--- src/hw/_unused_guard.sv ---
// Intentionally empty design unit holder.
`timescale 1ns/1ps
`default_nettype none
`default_nettype wire

--- src/hw/qpfep_pkg.sv ---
// Constants and types shared by the quad phase fetch/execute sequencer.
package qpfep_pkg;

  // ----------------------------------------------------------------------
  // Widths
  // ----------------------------------------------------------------------
  localparam int PROG_ADDR_W = 16;
  localparam int PROG_WORD_W = 16;
  localparam int DATA_ADDR_W = 8;
  localparam int DATA_WORD_W = 8;
  localparam int PHASE_COUNT = 4;

  // ----------------------------------------------------------------------
  // Reset values and program counter step
  // ----------------------------------------------------------------------
  localparam logic [PROG_ADDR_W-1:0] RESET_VECTOR = 16'h0000;
  localparam logic [PROG_ADDR_W-1:0] PC_STEP = 16'h0001;
  localparam logic [PROG_WORD_W-1:0] HOLD_RESET = 16'h0000;
  localparam logic [DATA_ADDR_W-1:0] DATA_ADDR_RESET = 8'h00;
  localparam logic [DATA_WORD_W-1:0] DATA_WORD_RESET = 8'h00;

  // ----------------------------------------------------------------------
  // Phase encoding and one-hot phase outputs
  // ----------------------------------------------------------------------
  typedef enum logic [1:0] {
    PH_ONE = 2'h0,
    PH_TWO = 2'h1,
    PH_THREE = 2'h3,
    PH_FOUR = 2'h2
  } qpfep_phase_t;

  localparam int PH_BIT_ONE = 0;
  localparam int PH_BIT_TWO = 1;
  localparam int PH_BIT_THREE = 2;
  localparam int PH_BIT_FOUR = 3;
  localparam logic [PHASE_COUNT-1:0] PHV_ONE = 4'h1;
  localparam logic [PHASE_COUNT-1:0] PHV_TWO = 4'h2;
  localparam logic [PHASE_COUNT-1:0] PHV_THREE = 4'h4;
  localparam logic [PHASE_COUNT-1:0] PHV_FOUR = 4'h8;

  // ----------------------------------------------------------------------
  // Data memory request
  // ----------------------------------------------------------------------
  typedef struct packed {
    logic rdEn;
    logic wrEn;
    logic [DATA_ADDR_W-1:0] addr;
    logic [DATA_WORD_W-1:0] wrData;
  } qpfep_dmem_req_t;

  localparam qpfep_dmem_req_t DMEM_IDLE = '{
    rdEn: 1'b0,
    wrEn: 1'b0,
    addr: DATA_ADDR_RESET,
    wrData: DATA_WORD_RESET
  };

endpackage

--- src/hw/qpfep_core.sv ---
// Four phase clocking and two stage fetch/execute sequencing of the core.
//
// Function
// RL1 - Divide the clock by four into four non-overlapping repeating phases.
// RL2 - An instruction cycle is phase one, two, three, four in order.
// RL3 - Program counter increments once per cycle in phase one, starting fetch.
// RL4 - Program word is read during fetch and captured by end of phase four.
// RL5 - Captured word loads the instruction hold register at next phase one.
// RL6 - Held instruction is decoded and executed in phases two to four.
// RL7 - Fetch overlaps execution, giving one instruction per cycle.
// RL8 - Operand read in phase two, destination written in phase four.
// RL9 - Instructions that change the program counter take two cycles.
// RL10 - A taken branch discards the prefetched word and fetches the target.
// RL11 - After reset the hold register is empty; first cycle only fetches.
`timescale 1ns/1ps
`default_nettype none

module qpfep_core
  import qpfep_pkg::*;
(
  input wire logic sys_clk,
  input wire logic reset_n,
  input wire logic clkEn,
  input wire logic [PROG_WORD_W-1:0] progWord,
  input wire logic branchReq,
  input wire logic [PROG_ADDR_W-1:0] branchTarget,
  input wire logic [DATA_ADDR_W-1:0] operandAddr,
  input wire logic destWrite,
  input wire logic [DATA_WORD_W-1:0] destData,
  input wire logic [DATA_WORD_W-1:0] dataRdWord,
  output logic [PHASE_COUNT-1:0] phaseVec,
  output logic [PROG_ADDR_W-1:0] progAddr,
  output logic [PROG_WORD_W-1:0] instrHold,
  output logic instrValid,
  output logic [DATA_WORD_W-1:0] operandWord,
  output qpfep_dmem_req_t dmemReq
);

  // ----------------------------------------------------------------------
  // Phase generator
  // ----------------------------------------------------------------------
  qpfep_phase_t phase;
  qpfep_phase_t next_phase;
  logic [PHASE_COUNT-1:0] next_phaseVec;

  always_comb begin
    unique case (phase)
      PH_ONE: next_phase = PH_TWO; // RL2
      PH_TWO: next_phase = PH_THREE; // RL2
      PH_THREE: next_phase = PH_FOUR; // RL2
      PH_FOUR: next_phase = PH_ONE; // RL1
    endcase
  end

  assign next_phaseVec = (next_phase == PH_ONE) ? PHV_ONE :
                         (next_phase == PH_TWO) ? PHV_TWO :
                         (next_phase == PH_THREE) ? PHV_THREE : PHV_FOUR;

  always_ff @(posedge sys_clk) begin
    if (!reset_n) begin
      phase <= PH_ONE;
      phaseVec <= PHV_ONE;
    end else if (clkEn) begin
      phase <= next_phase; // RL1
      phaseVec <= next_phaseVec; // RL1
    end
  end

  // ----------------------------------------------------------------------
  // Phase boundaries
  // ----------------------------------------------------------------------
  wire endOne = clkEn && (phase == PH_ONE);
  wire endTwo = clkEn && (phase == PH_TWO);
  wire endThree = clkEn && (phase == PH_THREE);
  wire endFour = clkEn && (phase == PH_FOUR);

  // The branch is judged at the close of the execute cycle, so the
  // executor has phases two to four to settle its decision.
  wire takeBranch = endFour && instrValid && branchReq; // RL9

  // ----------------------------------------------------------------------
  // Fetch stage
  // ----------------------------------------------------------------------
  logic [PROG_ADDR_W-1:0] pc;
  logic [PROG_WORD_W-1:0] fetchWord;
  wire [PROG_ADDR_W-1:0] fetchTarget = takeBranch ? branchTarget : pc;
  wire [PROG_ADDR_W-1:0] next_pc = PROG_ADDR_W'(fetchTarget + PC_STEP);

  always_ff @(posedge sys_clk) begin
    if (!reset_n) begin
      pc <= PROG_ADDR_W'(RESET_VECTOR + PC_STEP);
      progAddr <= RESET_VECTOR;
    end else if (endFour) begin
      progAddr <= fetchTarget; // RL10
      pc <= next_pc; // RL3
    end
  end

  // The word is taken at the end of phase three, so it is stable inside
  // phase four and memory has three phases of access time.
  always_ff @(posedge sys_clk) begin
    if (!reset_n) begin
      fetchWord <= HOLD_RESET;
    end else if (endThree) begin
      fetchWord <= progWord; // RL4
    end
  end

  // ----------------------------------------------------------------------
  // Execute stage
  // ----------------------------------------------------------------------
  always_ff @(posedge sys_clk) begin
    if (!reset_n) begin
      instrHold <= HOLD_RESET;
      instrValid <= 1'b0; // RL11
    end else if (endFour) begin // RL7
      instrHold <= fetchWord; // RL5
      instrValid <= !takeBranch; // RL10
    end
  end

  wire next_rdEn = endOne && instrValid;
  wire next_wrEn = endThree && instrValid && destWrite;

  always_ff @(posedge sys_clk) begin
    if (!reset_n) begin
      dmemReq <= DMEM_IDLE;
      operandWord <= DATA_WORD_RESET;
    end else if (clkEn) begin
      dmemReq.rdEn <= next_rdEn; // RL8
      dmemReq.wrEn <= next_wrEn; // RL8
      if (endOne) begin
        dmemReq.addr <= operandAddr; // RL6
      end
      if (endThree) begin
        dmemReq.wrData <= destData; // RL6
      end
      if (endTwo && dmemReq.rdEn) begin
        operandWord <= dataRdWord; // RL8
      end
    end
  end
endmodule

`default_nettype wire

--- config.mk ---
export PLATFORM = sky130hd
export DESIGN_NAME = qpfep_core
export DESIGN_NICKNAME = d
export VERILOG_FILES = /design/src/hw/_unused_guard.sv /design/src/hw/qpfep_pkg.sv /design/src/hw/qpfep_core.sv
export SDC_FILE = /design/constraint.sdc
export NUM_CORES = 1
export LEC_CHECK = 0
export ABC_AREA = 0
export ABC_CLOCK_PERIOD_IN_PS = 2600
export BUFFER_PORTS_ARGS = -buffer_cell sky130_fd_sc_hd__buf_2
export CORE_UTILIZATION = 46
export CTS_CLUSTER_SIZE = 12
export DETAILED_ROUTE_END_ITERATION = 10
export GPL_TIMING_DRIVEN = 0
export PLACE_DENSITY = 0.83
export SLEW_MARGIN = 20
export SYNTH_ARGS = -nofsm -noshare
export SYNTH_HDL_FRONTEND = slang
export SYNTH_SLANG_ARGS = --single-unit
--- constraint.sdc ---
create_clock -name sys_clk -period 2.6 [get_ports sys_clk]
set_clock_uncertainty 0.1 [all_clocks]
set_input_delay 0.13 -clock sys_clk [delete_from_list [all_inputs] [get_ports sys_clk]]
set_output_delay 0.13 -clock sys_clk [all_outputs]
set_load 0.01 [all_outputs]
==> results.md, run 1 <==
* Drt drc at 0
* Mapped Nets at 547
* GRT overflow at 0
* # rows at 33
* P_leak at 2.290 nW
* M1 GR Usage at around 33%
* Number of synthesized flops with an enable pin at 0
* M3 GR Usage at 8.926%
* H-tree levels at 3
* Root Buffer: clkbuf_8
* Switching pwr at approximately 0.75 mW
* Post-Route Setup TNS at -32.54 ps
* Design Power at 2.863 mW
* First-iteration detailed-routing DRC count at 266
* Clock Path Buffers at 2
* Area of the multi-input gates at around 2000 sq um
* First-pass GRT wire length at 20540 um
* Placed insts at 713
* Clk Latency, worst-skew pair at 370 ps
* FFs w/ async S/R, synth at 0%
* Power Dens Cells at 510.9 nW/um^2
* WL final at 13200 um
* Critical Path RT at between 2000 and 3000 ps
* GRT Max-Usage Layer: met2
* Switch share at roughly a quarter
* WL per Instance at roughly 17 um
* Largest net degree at the start of global routing at 20
* DRT Pass-1 Iters at 5
* Total CTS buffers at 9
* Mapped Area at 4063 sq um
* Area delta synth->final at 37.91%
* Filler instances at around 700
* Hold Path Class: input port to flop
* Failing checks: negative setup slack
* Worst Hold Slack at 20.73 ps
* VDD IR-drop max at 306.1 uV
* PortBufs at approximately 120
* Tcrit/Tclk final at 101.3%
* Sequential power share at 53.3%
* DP Wirelength at around 8500 um
* Setup WS post-layout at -32.54 ps
* Netlist cell types at 51
* Antenna cell count at 0
* Antenna violations before repair at 0
* Mapped Avg Cell Area at 8.377 sq um
* Post-route insts no fill at 781
* I/O pins at approximately 120
* Synth warn at 0
* Yosys reg bits at 97
* Unrepaired setup endpoints after global routing: yes
* Vias in the first global route at 4296
* Sequential share of the synthesized area at a little under half
* CTS tree: done
* GRT Resource Usage Total at between 20% and 30%
* Startpoint types: flop
* Worst EP arrival at 2850 ps
* Via Count at 4366
* Internal power at between 2 and 2.5 mW
* Post-synth top flop: dfxtp_1
* Die Ht at 95.98 um
* Final min period at 2633 ps
* Worst-path maximum fanout at 4
* FMAX at 379.9 MHz
* Core Footprint at 8382 sq um
* Max-slew violation count at 0
* Drt via density at 5.590
* Clock sink count at 97
* Grt met2 use at 52.62%
* GP Congestion at 0.9714
* Final #Nets at 733
* Clock share of power at between 30% and 40%
* # setup viols final at 1
* FF/Latch Area at 1951 sq um
* Max-Cap Viols at 0
* Starting Density at 48.47%
* Worst slew pin tran at 690.7 ps
* Final hold violations at 0
* Worst-path clk slew at 110 ps
* Layout cells sized above 1 at 27.22%
* CP Capture Type: flop
* DIE WIDTH at 95.98 um
* CP Class: flop to flop
* Gate count of the mapped netlist at about 490
* Routed Antenna Nets at 0
* Comb pwr share at 9.5%
* Slew headroom at 53.95%
* Area of the die at approximately 9200 sq um
* Status: complete, but fails checks
-- what timing repair did --
item / 4_1_cts / 5_1_grt
gates resized for setup: 8 / 6
endpoints found under the hold margin: 43 / 0
setup buffers: 9 / 2
pin swaps: 6 / 6
endpoints found under the setup margin: 5 / 5
hold buffers: 43 / 0
-- cells by family (layout without fill, tap and decap cells) --
group / after synthesis / after routing / share of synthesized area [%]
compound gates: 115 / 115 / 17.43
flops: 97 / 97 / 47.80
fa+ha+maj: 1 / 1 / 0.3079
buf+inv: 37 / 228 / 5.051
mux: 21 / 21 / 5.297
xor+xnor: 2 / 2 / 0.4312
simple gates: 212 / 212 / 23.68
-- placed cells by master, fill, tap and decap left out, types with 11 or more instances in the layout --
| cell type | Yosys | routed |
|---|---|---|
| dfxtp_1 | 97 | 94 |
| buf_2 | 7 | 128 |
| nand2_1 | 115 | 112 |
| mux2i_1 | 17 | 17 |
| clkbuf_1 | 17 | 17 |
| o21ai_0 | 14 | 13 |
| nand3_1 | 17 | 16 |
| nor2_1 | 35 | 34 |
| a21oi_1 | 58 | 58 |
| dlygate4sd3_1 | 0 | 43 |
| clkbuf_8 | 5 | 13 |
| nor3_1 | 11 | 11 |
| buf_4 | 0 | 11 |
-- sequential cells by signal, indices dropped and copies added (netlist names) --
signal and flops:
phaseVec 4, instrHold 16, instrValid 1, fetchWord 16, operandWord 8, dmemReq 18, progAddr 16, phase 2
pc 16
-- per-stage QoR --
step	instance area (sq um)	worst slack (ps)	util, %
5_1_grt	5603	-112.1	66.85
4_1_cts	5574	-98.83	66.50
3_3_place_gp	4851	-290.0	57.87
2_1_floorplan	4104	6.571	-
3_5_place_dp	4851	-301.4	57.87
6_report	5603	-32.54	66.85
-- power groups by stage --
stage	registers, mW	clock network [mW]	logic, mW
2_1_floorplan	1.57	0	0.0928
3_5_place_dp	1.56	0	0.206
5_1_grt	1.53	1.14	0.290
3_3_place_gp	1.56	0	0.201
6_report	1.52	1.07	0.273
4_1_cts	1.52	1.07	0.259
-- layout make-up --
cell class              instances  area share, %
multi-input cells             351          35.26
flip-flops and latches         97          34.81
repair buffers                177          20.14
plain buffers                  31          3.305
well taps                     105          2.345
clock buffers                   9          2.211
clock inverters                 7          1.653
inverters                       4         0.2680
-- cell usage after synthesis, types with 4 or more instances --
cell type    n  area, sq um
mux2i_1     17        170.2
a211oi_1    10        75.07
clkbuf_1    17        63.81
a21oi_1     58        290.3
clkbuf_8     5        68.82
nor2_1      35        131.4
o211ai_1     5        37.54
nand4_1      7        43.79
dfxtp_1     97         1942
buf_2        7        35.03
nand2_1    115        431.7
and3_1       7        43.79
and4_1       4        35.03
o21ai_0     14        70.07
o21a_1       5        37.54
and2_1       4        25.02
nand3_1     17        85.08
nor3_1      11        55.05
-- path summary, 6_finish.rpt --
| check | start | to | slack, ps | cells past startpoint |
|---|---|---|---|---|
| setup / recovery | phase[0] | pc[10] | -30 | 10 |
| hold / removal | branchTarget[7] | progAddr[7] | 20 | 3 |
| setup reg to reg | phase[0] | pc[10] | -30 | 10 |
| hold reg to reg | dmemReq[7] | dmemReq[7] | 360 | 2 |
-- worst max-delay path, cell delays in order (launching register included) --
cell      delay [ps]
dfxtp_4          370
nand3b_4         180
nor2_4           120
buf_8            120
mux2_4           170
ha_4             130
nand3_2           60
or4_4            450
a222oi_1         430
mux2_1           360
nor2_1            80
-- routing by layer --
layer / up-vias / part of all wire [%]
met5: - / 0
met4: 0 / 2.4
met3: 39 / 8.8
met2: 214 / 49
met1: 2043 / 40
li1: 2070 / -
No activity file was read; power rests on OpenSTA's default activity.
==> inputs of run 2 (changes only) <==
CORE_ASPECT_RATIO = 0.8   (was default)
CTS_CLUSTER_SIZE = 30   (was 12)
==> run 2 against run 1 <==
  * The run still ends with negative setup slack left
  * Critical path type unchanged
  * Sequential share of layout area is 0.085 points lower
  * Combinational power is 3% lower
  * Global-route usage is 1.6 points lower
==> results.md, run 2 (synthesized netlist as in run 1, its figures left out) <==
* # setup viols final at 3
* Clock share of power at 38.4%
* Grt met2 use at 46.45%
* WL final at 12540 um
* Failing checks: negative setup slack
* WL per Instance at 15.91 um
* Layout cells sized above 1 at ~27%
* Clock Path Buffers at 2
* Critical R2R Launch: phase[0]
* Tcrit/Tclk final at 108.5%
* Slew headroom at roughly 55%
* Antenna violations before repair at 0
* Root Buffer: clkbuf_8
* Setup WS post-layout at -220.7 ps
* Clk Latency, worst-skew pair at 350 ps
* GRT Max-Usage Layer: met2
* Final hold violations at 0
* Clock sink count at between 90 and 100
* DIE WIDTH at 107.1 um
* Commonest non-fill, non-tap cell in the layout: buf_2
* GRT overflow at 0
* First-pass GRT wire length at 20130 um
* GP Congestion at roughly 0.95
* Largest net degree at the start of global routing at 18
* Worst slew pin tran at approximately 670 ps
* Critical Path RT at 2790 ps
* Startpoint types: flop
* Vias in the first global route at ~4200
* Reg2reg end: pc[10]
* Post-route insts no fill at 788
* Die Ht at 86.06 um
* Worst-path clk slew at around 100 ps
* Hold EP: progAddr[7]
* Via Count at 4300
* Area of the die at slightly above 9000 sq um
* Internal power at 2.197 mW
* P_leak at around 2.3 nW
* CTS tree: done
* Switching pwr at 0.7046 mW
* Largest reg by FF count: dmemReq
* Max-Cap Viols at 0
* FF-to-FF path depth at 10
* DP Wirelength at 8370 um
* H-tree levels at 3
* Placed insts at 720
* Unrepaired setup endpoints after global routing: yes
* Max-slew violation count at 0
* Max reg flops at 18
* M3 GR Usage at under 10%
* Placed cell area at between 4000 and 5000 sq um
* Worst-path maximum fanout at 5
* Design Power at 2.901 mW
* Final #Nets at 733
* Worst Hold Slack at 24.17 ps
* Hold path startpoint: branchTarget[7]
* Status: complete, but fails checks
* Worst EP arrival at around 3000 ps
* FMAX at 354.5 MHz
* PortBufs at ~120
* Routed Antenna Nets at 0
* Final Cell Area at 5617 sq um
* Worst hold path cell count at 3
* CP Class: flop to flop
* Core Footprint at 8521 sq um
* # rows at 30
* VDD IR-drop max at ~340 uV
* Most frequent cells in the layout: buf_2 (128), nand2_1 (112), dfxtp_1 (94), a21oi_1 (58), dlygate4sd3_1 (43)
* Final min period at 2821 ps
* Reg2reg setup slack at -220 ps
* Drt drc at 0
* I/O pins at about 120
* Drt via density at 5.457
* Antenna cell count at 0
* Hold Path Class: input port to flop
* Area delta synth->final at 38.25%
* Switch share at 24.29%
* First-iteration detailed-routing DRC count at a little over 300
* Comb pwr share at slightly above 9%
* Starting Density at 47.68%
* CP Capture Type: flop
* M1 GR Usage at between 30% and 40%
* Power Dens Cells at 516.5 nW/um^2
* Total CTS buffers at 9
* DRT Pass-1 Iters at 5
* GRT Resource Usage Total at approximately 28%
* Sequential power share at roughly 53%
==> run 2: changes by cell type in the layout (fill, tap and decap cells not counted), sizes merged <==
cell	before	now
buf	144	143
inv	6	7
clkinv	4	1
bufinv	1	2
clkbuf	30	32
==> run 2: worst max path at each step <==
stage                  start  endpoint  slack, ps  cells past startpoint
floorplan           phase[0]    pc[10]          7                     12
global placement    phase[0]    pc[10]       -350                     11
detailed placement  phase[1]    pc[10]       -340                     11
CTS                 phase[0]    pc[10]       -210                     10
global route        phase[0]    pc[10]       -330                     10
finish              phase[0]    pc[10]       -220                     10
==> run 2: layout make-up <==
type / instances / area (sq um)
fill: 687 / 2904
multi-input combinational: 351 / 1976
sequential: 97 / 1951
timing repair buffer: 177 / 1129
buffer: 31 / 183.9
tap: 112 / 140.1
clock buffer: 10 / 127.6
clock inverter: 6 / 95.09
inverter: 4 / 15.01
==> run 2: per-stage QoR <==
step,TNS (ps),worst slack [ps],util [%]
after floorplan,0,6.571,-
after global placement,-691.7,-349.0,57.03
after detailed placement,-811.9,-343.3,57.03
after CTS,-368.3,-207.0,65.65
after global routing,-801.9,-334.6,65.92
final,-338.6,-220.7,65.92
==> run 2: power by group through the flow <==
stage / Combinational [mW] / Sequential, mW / Clock, mW
after floorplan: 0.0928 / 1.57 / 0
after global placement: 0.201 / 1.56 / 0
after detailed placement: 0.205 / 1.56 / 0
after CTS: 0.257 / 1.52 / 1.13
after global routing: 0.286 / 1.53 / 1.17
final: 0.264 / 1.52 / 1.11
==> run 2: worst max-delay path: stages (launching register included) <==
cell,delay (ps)
dfxtp_4,370
nand3b_4,180
nor2_4,150
buf_8,140
mux2_4,170
ha_4,130
nand3_2,60
or4_4,550
a222oi_1,450
mux2_1,370
nor2_1,80
==> run 2: timing repair <==
item,CTS,global route
cloned,0,0
pin swaps,8,4
hold buffers,43,0
setup endpoints to repair,5,5
endpoints found under the hold margin,44,0
gates resized for setup,10,3
setup buffers,9,2
==> run 2: layer usage <==
metal  share of wire (%)  vias to the layer above
li1                    -                     2078
met1                  45                     2010
met2                  46                      186
met3                 7.0                       26
met4                 2.3                        0
met5                   0                        -
